### src/rtl/ftcb_pkg.sv
// Constants, types and address decode for the channel B upper tap coefficient bank.
// Assumes a byte-wide register port in which one address holds one byte.
package ftcb_pkg;

   localparam int unsigned ADDR_W = 15;
   localparam int unsigned DATA_W = 8;
   localparam int unsigned CENTER_W = 18;
   localparam int unsigned OUTER_W = 12;
   localparam int unsigned NUM_SLOTS = 11;
   localparam int unsigned SLOT_W = 4;
   localparam int unsigned IMAGE_W = NUM_SLOTS * DATA_W;

   // Register base addresses, low byte first
   localparam logic [ADDR_W-1:0] TAP4_ADDR = 15'h0450;
   localparam logic [ADDR_W-1:0] TAP5_ADDR = 15'h0453;
   localparam logic [ADDR_W-1:0] TAP6_ADDR = 15'h0455;
   localparam logic [ADDR_W-1:0] TAP7_ADDR = 15'h0457;
   localparam logic [ADDR_W-1:0] TAP8_ADDR = 15'h0459;
   localparam logic [ADDR_W-1:0] BANK_LAST_ADDR = 15'h045a;

   // Byte slots of the stored image
   localparam logic [SLOT_W-1:0] TAP4_TOP_SLOT = 4'h2;
   localparam logic [SLOT_W-1:0] TAP8_MSB_SLOT = 4'ha;

   // Coefficient field positions within the flat image
   localparam int unsigned TAP4_LSB = 0;
   localparam int unsigned TAP5_LSB = 24;
   localparam int unsigned TAP6_LSB = 40;
   localparam int unsigned TAP7_LSB = 56;
   localparam int unsigned TAP8_LSB = 72;

   localparam logic [DATA_W-1:0] BYTE_RESET = 8'h00;
   localparam logic [DATA_W-1:0] TAP8_MSB_MASK = 8'hf7;
   localparam logic [DATA_W-1:0] READ_NONE = 8'h00;

   typedef logic signed [CENTER_W-1:0] ftcb_center_t;
   typedef logic signed [OUTER_W-1:0] ftcb_outer_t;
   typedef enum logic {FTCB_SINGLE, FTCB_DUAL} ftcb_mode_t;

   // Returns {hit, slot} for a register address
   function automatic logic [SLOT_W:0] ftcb_decode(input logic [ADDR_W-1:0] addr);
      logic [ADDR_W-1:0] diff;
      diff = addr - TAP4_ADDR;
      if (addr >= TAP4_ADDR && addr <= BANK_LAST_ADDR) begin
         ftcb_decode = {1'b1, diff[SLOT_W-1:0]};
      end else begin
         ftcb_decode = {1'b0, {SLOT_W{1'b0}}};
      end
   endfunction

endpackage

### src/rtl/ftcb_store_if.sv
// Connection between the register decode and the coefficient byte store.
// Assumes both ends run on the same clock.
`timescale 1ns/1ps
interface ftcb_store_if;
   import ftcb_pkg::*;
   logic wr;
   logic rd;
   logic hit;
   logic [SLOT_W-1:0] slot;
   logic [DATA_W-1:0] wdata;
   logic [IMAGE_W-1:0] image;
   logic [DATA_W-1:0] rdata;
   modport ctrl (output wr, rd, hit, slot, wdata, input image, rdata);
   modport store (input wr, rd, hit, slot, wdata, output image, rdata);
endinterface

### src/rtl/ftcb_store.sv
// Byte store for the five coefficient registers with registered read data.
// Assumes the decode has already checked the address range.
`timescale 1ns/1ps
module ftcb_store
   import ftcb_pkg::*;
(
   input wire logic clock_in,
   input wire logic nrst_in,
   ftcb_store_if.store bus_if
);

   logic [DATA_W-1:0] rdata_r;
   logic [DATA_W-1:0] rdata_nxt;
   logic [DATA_W-1:0] sel_byte;

   genvar k;
   generate
      for (k = 0; k < NUM_SLOTS; k++) begin : g_byte
         logic [DATA_W-1:0] q_r;
         logic [DATA_W-1:0] q_nxt;
         always_comb begin
            q_nxt = q_r;
            if (bus_if.wr && bus_if.slot == SLOT_W'(k)) begin
               q_nxt = bus_if.wdata;
            end
         end
         always_ff @(posedge clock_in or negedge nrst_in) begin
            if (!nrst_in) begin
               q_r <= BYTE_RESET;
            end else begin
               q_r <= q_nxt;
            end
         end
         assign bus_if.image[k*DATA_W +: DATA_W] = q_r;
      end
   endgenerate

   always_comb begin
      sel_byte = bus_if.image[bus_if.slot*DATA_W +: DATA_W];
      rdata_nxt = rdata_r;
      if (bus_if.rd) begin
         if (!bus_if.hit) begin
            rdata_nxt = READ_NONE;
         end else if (bus_if.slot == TAP8_MSB_SLOT) begin
            // Known readback flaw kept so software sees what silicon returns
            rdata_nxt = sel_byte & TAP8_MSB_MASK;
         end else begin
            rdata_nxt = sel_byte;
         end
      end
   end

   always_ff @(posedge clock_in or negedge nrst_in) begin
      if (!nrst_in) begin
         rdata_r <= READ_NONE;
      end else begin
         rdata_r <= rdata_nxt;
      end
   end

   assign bus_if.rdata = rdata_r;

endmodule

### src/rtl/ftcb_bank.sv
// Channel B coefficient bank for taps five to nine of the equaliser filter.
// Assumes a byte-wide register port synchronous to clock_in and a mode level
// from the channel configuration; channel A coefficients arrive ready to use.
`timescale 1ns/1ps
module ftcb_bank
   import ftcb_pkg::*;
(
   input wire logic clock_in,
   input wire logic nrst_in,
   input wire logic reg_wr_in,
   input wire logic reg_rd_in,
   input wire logic [ADDR_W-1:0] reg_addr_in,
   input wire logic [DATA_W-1:0] reg_wdata_in,
   output logic [DATA_W-1:0] reg_rdata_out,
   output logic reg_rvalid_out,
   input wire logic dual_mode_in,
   input wire ftcb_center_t chan_a_tap4_in,
   input wire ftcb_outer_t chan_a_tap5_in,
   input wire ftcb_outer_t chan_a_tap6_in,
   input wire ftcb_outer_t chan_a_tap7_in,
   input wire ftcb_outer_t chan_a_tap8_in,
   output ftcb_center_t tap4_coeff_out,
   output ftcb_outer_t tap5_coeff_out,
   output ftcb_outer_t tap6_coeff_out,
   output ftcb_outer_t tap7_coeff_out,
   output ftcb_outer_t tap8_coeff_out,
   output logic tap_src_b_out
);

   ftcb_store_if st_if ();

   logic [SLOT_W:0] dec;
   logic rvalid_r;
   logic rvalid_nxt;
   ftcb_mode_t mode;
   ftcb_center_t tap4_r;
   ftcb_center_t tap4_nxt;
   ftcb_outer_t tap5_r;
   ftcb_outer_t tap5_nxt;
   ftcb_outer_t tap6_r;
   ftcb_outer_t tap6_nxt;
   ftcb_outer_t tap7_r;
   ftcb_outer_t tap7_nxt;
   ftcb_outer_t tap8_r;
   ftcb_outer_t tap8_nxt;
   logic src_b_r;
   logic src_b_nxt;

   assign dec = ftcb_decode(reg_addr_in);
   assign st_if.hit = dec[SLOT_W];
   assign st_if.slot = dec[SLOT_W-1:0];
   // Writes outside the bank never reach the store
   assign st_if.wr = reg_wr_in && dec[SLOT_W];
   assign st_if.rd = reg_rd_in;
   assign st_if.wdata = reg_wdata_in;

   ftcb_store u_store (
      .clock_in(clock_in),
      .nrst_in(nrst_in),
      .bus_if(st_if.store)
   );

   assign mode = dual_mode_in ? FTCB_DUAL : FTCB_SINGLE;

   always_comb begin
      rvalid_nxt = reg_rd_in;
      src_b_nxt = src_b_r;
      tap4_nxt = tap4_r;
      tap5_nxt = tap5_r;
      tap6_nxt = tap6_r;
      tap7_nxt = tap7_r;
      tap8_nxt = tap8_r;
      unique case (mode)
         FTCB_DUAL: begin
            src_b_nxt = 1'b1;
            // Reserved bits above each field are stored but never reach the taps
            tap4_nxt = ftcb_center_t'(st_if.image[TAP4_LSB +: CENTER_W]);
            tap5_nxt = ftcb_outer_t'(st_if.image[TAP5_LSB +: OUTER_W]);
            tap6_nxt = ftcb_outer_t'(st_if.image[TAP6_LSB +: OUTER_W]);
            tap7_nxt = ftcb_outer_t'(st_if.image[TAP7_LSB +: OUTER_W]);
            tap8_nxt = ftcb_outer_t'(st_if.image[TAP8_LSB +: OUTER_W]);
         end
         FTCB_SINGLE: begin
            src_b_nxt = 1'b0;
            tap4_nxt = chan_a_tap4_in;
            tap5_nxt = chan_a_tap5_in;
            tap6_nxt = chan_a_tap6_in;
            tap7_nxt = chan_a_tap7_in;
            tap8_nxt = chan_a_tap8_in;
         end
      endcase
   end

   // Reloaded every cycle, so a write reaches the filter two edges later
   always_ff @(posedge clock_in or negedge nrst_in) begin
      if (!nrst_in) begin
         rvalid_r <= 1'b0;
         src_b_r <= 1'b0;
         tap4_r <= '0;
         tap5_r <= '0;
         tap6_r <= '0;
         tap7_r <= '0;
         tap8_r <= '0;
      end else begin
         rvalid_r <= rvalid_nxt;
         src_b_r <= src_b_nxt;
         tap4_r <= tap4_nxt;
         tap5_r <= tap5_nxt;
         tap6_r <= tap6_nxt;
         tap7_r <= tap7_nxt;
         tap8_r <= tap8_nxt;
      end
   end

   assign reg_rdata_out = st_if.rdata;
   assign reg_rvalid_out = rvalid_r;
   // Outputs are signed so the datapath multiplies them as two's complement
   assign tap4_coeff_out = tap4_r;
   assign tap5_coeff_out = tap5_r;
   assign tap6_coeff_out = tap6_r;
   assign tap7_coeff_out = tap7_r;
   assign tap8_coeff_out = tap8_r;
   assign tap_src_b_out = src_b_r;
endmodule

### config.mk
export PLATFORM = sky130hd
export DESIGN_NAME = ftcb_bank
export DESIGN_NICKNAME = d
export VERILOG_FILES = /design/src/rtl/ftcb_pkg.sv /design/src/rtl/ftcb_store_if.sv /design/src/rtl/ftcb_store.sv /design/src/rtl/ftcb_bank.sv
export SDC_FILE = /design/constraint.sdc
export NUM_CORES = 1
export LEC_CHECK = 0
export ABC_AREA = 1
export BUFFER_PORTS_ARGS = -buffer_cell sky130_fd_sc_hd__buf_2
export CORE_MARGIN = 2
export CORE_UTILIZATION = 54
export DETAILED_ROUTE_END_ITERATION = 10
export PLACE_DENSITY = 0.8
export SYNTH_ARGS = -nofsm -noshare
export SYNTH_HDL_FRONTEND = slang
export SYNTH_SLANG_ARGS = --single-unit
### constraint.sdc
create_clock -name clock_in -period 1.9 [get_ports clock_in]
set_clock_uncertainty 0.2 [all_clocks]
set_input_delay 0.095 -clock clock_in [delete_from_list [all_inputs] [get_ports clock_in]]
set_output_delay 0.095 -clock clock_in [all_outputs]
set_load 0.05 [all_outputs]
## After elaboration in Yosys (flattened, before gate mapping)

Index checks and enable logic that the tools add are counted.

| cells by class | value |
|---|---|
| add/sub/neg operators | 1 |
| magnitude comparators | 2 |
| eq/ne operators | 10 |
| shift-type cells | 1 |
| multiplexer cells | 10 |
| bitwise logic cells | 1 |
| reductions and logical operators | 14 |

Operator list:

| cell | count |
|---|---|
| $pmux 12 s2 | 4 |
| $shiftx 88x8->8 | 1 |
| $pmux 18 s2 | 1 |
| $eq 4x3->1 const B | 4 |
| $ge 15x11->1 const B | 1 |
| $le 15x11->1 const B | 1 |
| $logic_and 1x1->1 | 13 |
| $eq 4x4->1 const B | 3 |
| $eq 4x2->1 const B | 2 |
| $mux 8 | 1 |
| $mux 5 | 1 |
| $eq 4x1->1 const B | 1 |
| $logic_not 4->1 | 1 |
| $mux 4 | 1 |
| $sub 4x1->4 const B | 1 |
| $pmux 1 s2 | 1 |
| $mux 1 | 1 |
| $not 1->1 | 1 |

| word-level totals | value |
|---|---|
| flip-flop bits (word level) | 164 |
| bits of input ports | 94 |

## Logic depth before layout (Yosys ltp)

| logic depth | value |
|---|---|
| word-level depth | 6 |
| mapped depth | 15 |
| depth with buffers taken out | 14 |

## Hierarchy

Synthesis repeated with hierarchy kept, for this count alone.

| unflattened totals | value |
|---|---|
| cell total of the unflattened synthesis | 742 |
| area total of the unflattened synthesis | 7390.8 um^2 |

Modules (own cells, without submodules):

| module | times used | cells an instance | area an instance (um^2) |
|---|---|---|---|
| ftcb_store | 1 | 575 | 4629.4 |
| ftcb_bank | 1 | 167 | 2761.4 |

## Least setup slack after synthesis

Ideal clock, no wire load.

| timing | value |
|---|---|
| path kind | input to register |
| from | input reg_addr_in[14] |
| to | register u_store.rdata_r[7] (netlist: u_store.bus_if.rdata[7]) |
| data arrival time | 1.418 ns |
| setup slack | 0.165 ns |
| cell stages on the path | 14 |
| path through | inv_1 > nand2_1 > nor2_1 > nand2_1 > nor2_4 > nand3_4 > buf_4 > buf_2 > o21ai_1 > nand2_1 > nand3_1 > nand3_1 > nand2_1 > nand2_1 |

| between the ends | value |
|---|---|
| longest elaborated chain between the ends | 5 |
| elaborated cells between the ends (all ways) | 6 |
| those cells by class | order compare: 2; shift: 1; mux: 2; reduce/logical: 1 |

RTL lines:

| element | line | source |
|---|---|---|
| start: declaration | ftcb_bank.sv:12 | `input wire logic [ADDR_W-1:0] reg_addr_in,` |
| $ge 15x11->1 or $le 15x11->1 (tied branches) | ftcb_pkg.sv:44 | `if (addr >= TAP4_ADDR && addr <= BANK_LAST_ADDR) begin` |
| $logic_and 1x1->1 * | ftcb_pkg.sv:44 |  |
| $mux 5 * | ftcb_pkg.sv:44 |  |
| $shiftx 88x8->8 | ftcb_store.sv:39 | `sel_byte = bus_if.image[bus_if.slot*DATA_W +: DATA_W];` |
| $mux 8 * | ftcb_store.sv:42 | `if (!bus_if.hit) begin` |
| end signal: assignment | ftcb_store.sv:57 | `rdata_r <= rdata_nxt;` |
| end: declaration | ftcb_store.sv:12 | `logic [DATA_W-1:0] rdata_r;` |

Every way passes the cells marked *; elsewhere a longest branch is shown, timed or not.
A chain may end at the register's enable or synchronous reset.

## Worst setup path after layout

| timing | value |
|---|---|
| from | input reg_addr_in[3] |
| to | register u_store.g_byte[3].q_r[4] |

| between the ends | value |
|---|---|
| longest elaborated chain between the ends | 5 |
| elaborated cells between the ends (all ways) | 8 |
| those cells by class | add/sub: 1; order compare: 2; eq/ne: 1; mux: 1; reduce/logical: 3 |

RTL lines:

| element | line | source |
|---|---|---|
| $ge 15x11->1 or $le 15x11->1 (tied branches) | ftcb_pkg.sv:44 |  |
| $logic_and 1x1->1 | ftcb_pkg.sv:44 |  |
| $mux 5 * | ftcb_pkg.sv:44 |  |
| $eq 4x2->1 or $logic_and 1x1->1 (tied branches) | ftcb_store.sv:23, ftcb_bank.sv:53 |  |
| $logic_and 1x1->1 * | ftcb_store.sv:23 | `if (bus_if.wr && bus_if.slot == SLOT_W'(k)) begin` |
| end signal: assignment | ftcb_store.sv:31 | `q_r <= q_nxt;` |
| end: declaration | ftcb_store.sv:19 | `logic [DATA_W-1:0] q_r;` |

Marked as above.

==> results.cfg <==
[setup_path]
path_max_fanout = 16
cpPeakStageDelay_ns = 0.56
rr_endpoint = u_store.bus_if.rdata[6]$_DFFE_PN0P_
ff2ff_path_depth = 6
critPathSlowestCell = dlygate4sd3_1
crit_type = in2reg
cp.required_ns = 1.98
worstPathArrival_ns = 1.73
path_cells = buf_2, dlygate4sd3_1, nand2_2, inv_2, nor2_4, buf_4, nand3_4, nand2_1, o21ai_1
cp_num_buf_inv = 4
cp-start-kind = input port
timing.rr.start = u_store.g_byte[2].q_r[6]$_DFFE_PN0P_
cp_top_family = buffers and inverters
r2r_slack_ns = 0.51
end_kind = flop

[route]
wl_per_cell_um = 17.0
drtIter0Drc = 535
ant_nets = 0
first_pass_iters = 5
vias = 6671
drt-total-wl_um = 21400
viasPerCell = 5.29
drcViolationCount = 0

[floorplanning]
start_util = 0.551
die-area_um2 = 14500
chipWidth_um = 120
die_h_um = 120
ios = 170
rows = 42
core_um2 = 13200

[cts]
cts_buffer_depth = 2
cts_setup_buffers = 0
tritoncts = built
htreeDepth = 4
clock_sinks = 164
cts_hold_buf = 73
path_clk_slew_ns = 0.06
cts_resized = 0
numCtsBuffers = 17
clock_latency_ns = 0.44
root_buffer = clkbuf_16

[pwr]
p_leak_uw = 0.00500
vdd_drop_max_uv = 606
power_density_nw_per_um2 = 806

[synthesis]
ys_seq_area_frac = 0.562
synth-compound-area-share = 0.105
avgSynthCellArea_um2 = 8.97
async_flop_share = 1.00
synth_nets = 908
yosys.area.top_type_share = 0.562
yosysMostFrequentCell = nand2_1
synth_edf_count = 0
synth_largest_area_cell = dfrtp_1
yosys-mux-area-fraction = 0.0447
synth_top_family_by_area = simple AND/OR/NAND/NOR gates
yosys_most_used_dff = dfrtp_1
synthSimpleGateAreaFrac = 0.216
yosys-top-cells-area = dfrtp_1, nand2_1, o21ai_1
synth_seq_cells = 164
yosys_warnings = 0
synthXorXnorAreaFrac = 0
synth_common_cells = nand2_1, dfrtp_1, o21ai_1
syn_area_um2 = 7300
synthAdderAreaFrac = 0
ys_types = 27
synth_cells = 814

[grt]
overflow = 0
grt_max_degree = 48
grt_pass1_vias = 6594
grt_pass1_wl_um = 34100
antenna_found_initial = 0
grt_usage = 0.313

[timing]
fin_crit_sh = 0.867
slew_headroom = 0.539
min_period_ns = 1.65
finalHoldViolations = 0
timing.fmax_ghz = 0.607
rsz0062_at_grt = no
worst_pin_slew_ns = 0.692
whs_ns = 0.0116
setup_tns_ns = 0
drv_slew = 0
setup_viol = 0

[min_path]
min_to = u_store.g_byte[4].q_r[5]$_DFFE_PN0P_
hold_path_class = in2reg
whs_path_depth = 6
hp-start = reg_wr_in

[finish]
fin_cells = 1261
diodes = 0
syn2layout_area_growth_pct = 35.4
nets = 1166
drive_gt1_frac = 0.277

[placed_design]
dp_cells = 1156
io_buffers = 169
routabilityCongestion = 0.902
dp_hpwl_um = 13300

[run_status]
status = complete, no violations

[run]
maxCapViolCount = 0
cell families (layout without fill, tap and decap cells):
logic type,Yosys count,count (layout)
muxes,29,29
buffers and inverters,119,390
AOI/OAI and AO/OA,152,152
and+or+nand+nor,350,350
DFF,164,164
how the worst max path moves through the flow:
stage | cells past startpoint | to | startpoint
CTS | 9 | u_store.g_byte[3].q_r[4]$_DFFE_PN0P_ | reg_addr_in[3]
global placement | 15 | u_store.bus_if.rdata[3]$_DFFE_PN0P_ | reg_addr_in[14]
global route | 15 | u_store.bus_if.rdata[3]$_DFFE_PN0P_ | reg_addr_in[8]
detailed placement | 15 | u_store.bus_if.rdata[3]$_DFFE_PN0P_ | reg_addr_in[9]
finish | 9 | u_store.g_byte[3].q_r[4]$_DFFE_PN0P_ | reg_addr_in[3]
floorplan | 14 | u_store.bus_if.rdata[7]$_DFFE_PN0P_ | reg_addr_in[14]
layer usage:
metal | routed length (µm) | up-vias | global-route usage
met4 | 658 | 0 | 0.127
li1 | - | 3139 | -
met2 | 10800 | 236 | 0.531
met5 | 0 | - | 0
met1 | 8790 | 3239 | 0.394
met3 | 1160 | 57 | 0.0627
power by group:
group / total, µW / internal [µW] / switching, µW
sequential: 3600 / 3580 / 24.2
clock: 3400 / 2030 / 1370
combinational: 967 / 325 / 642
worst register-to-register path, cell delays in order (launching register included):
cell     delay [ns]
dfrtp_1        0.37
o21ai_0        0.31
nand2_1        0.09
nand2_1        0.09
nand2_1        0.08
nand3_1        0.09
nand2_1        0.05
per-stage QoR:
stage | worst slack (ns) | instance area, µm² | util | power [µW]
after CTS | 0.279 | 9880 | 0.746 | 7940
after detailed placement | -0.117 | 8570 | 0.647 | 4500
after global placement | -0.0980 | 8570 | 0.647 | 4490
after floorplan | 0.165 | 7300 | - | 4160
final | 0.253 | 9880 | 0.746 | 7970
after global routing | 0.0905 | 9880 | 0.746 | 8200
cells in the final DEF (no fill, tap or decap), types with 2 or more instances in the layout:
cell type and count:
nand3_2 3, nand2_4 2, dlygate4sd3_1 73, nand3_4 5, inv_2 7, clkbuf_8 3
clkinvlp_4 3, dfrtp_1 164, nor2_4 6, o21ai_1 101, buf_4 35, nor2_1 42
inv_1 64, nand4_1 14, clkinv_2 4, buf_12 10, o21ai_0 7, clkbuf_1 3
nand2_1 240, nand3_1 31, buf_2 167, a21oi_1 43, nand2_2 3, bufinv_16 2
clkbuf_16 17, mux2_2 29
cell type report:
cell class | instances | area [µm²]
clock buffer | 23 | 478
clock inverter | 9 | 103
fill | 960 | 3360
inverter | 72 | 270
multi-input combinational | 531 | 2670
sequential | 164 | 4100
tap | 176 | 220
timing repair buffer | 286 | 2040
state kept, by name (all words and copies together) (netlist names), 8 cells and up:
signal,cells
tap4_coeff_out,18
u_store.bus_if.rdata,8
tap5_coeff_out,12
tap8_coeff_out,12
u_store.g_byte.q_r,88
tap6_coeff_out,12
tap7_coeff_out,12
(Power assumes the default switching activity.)
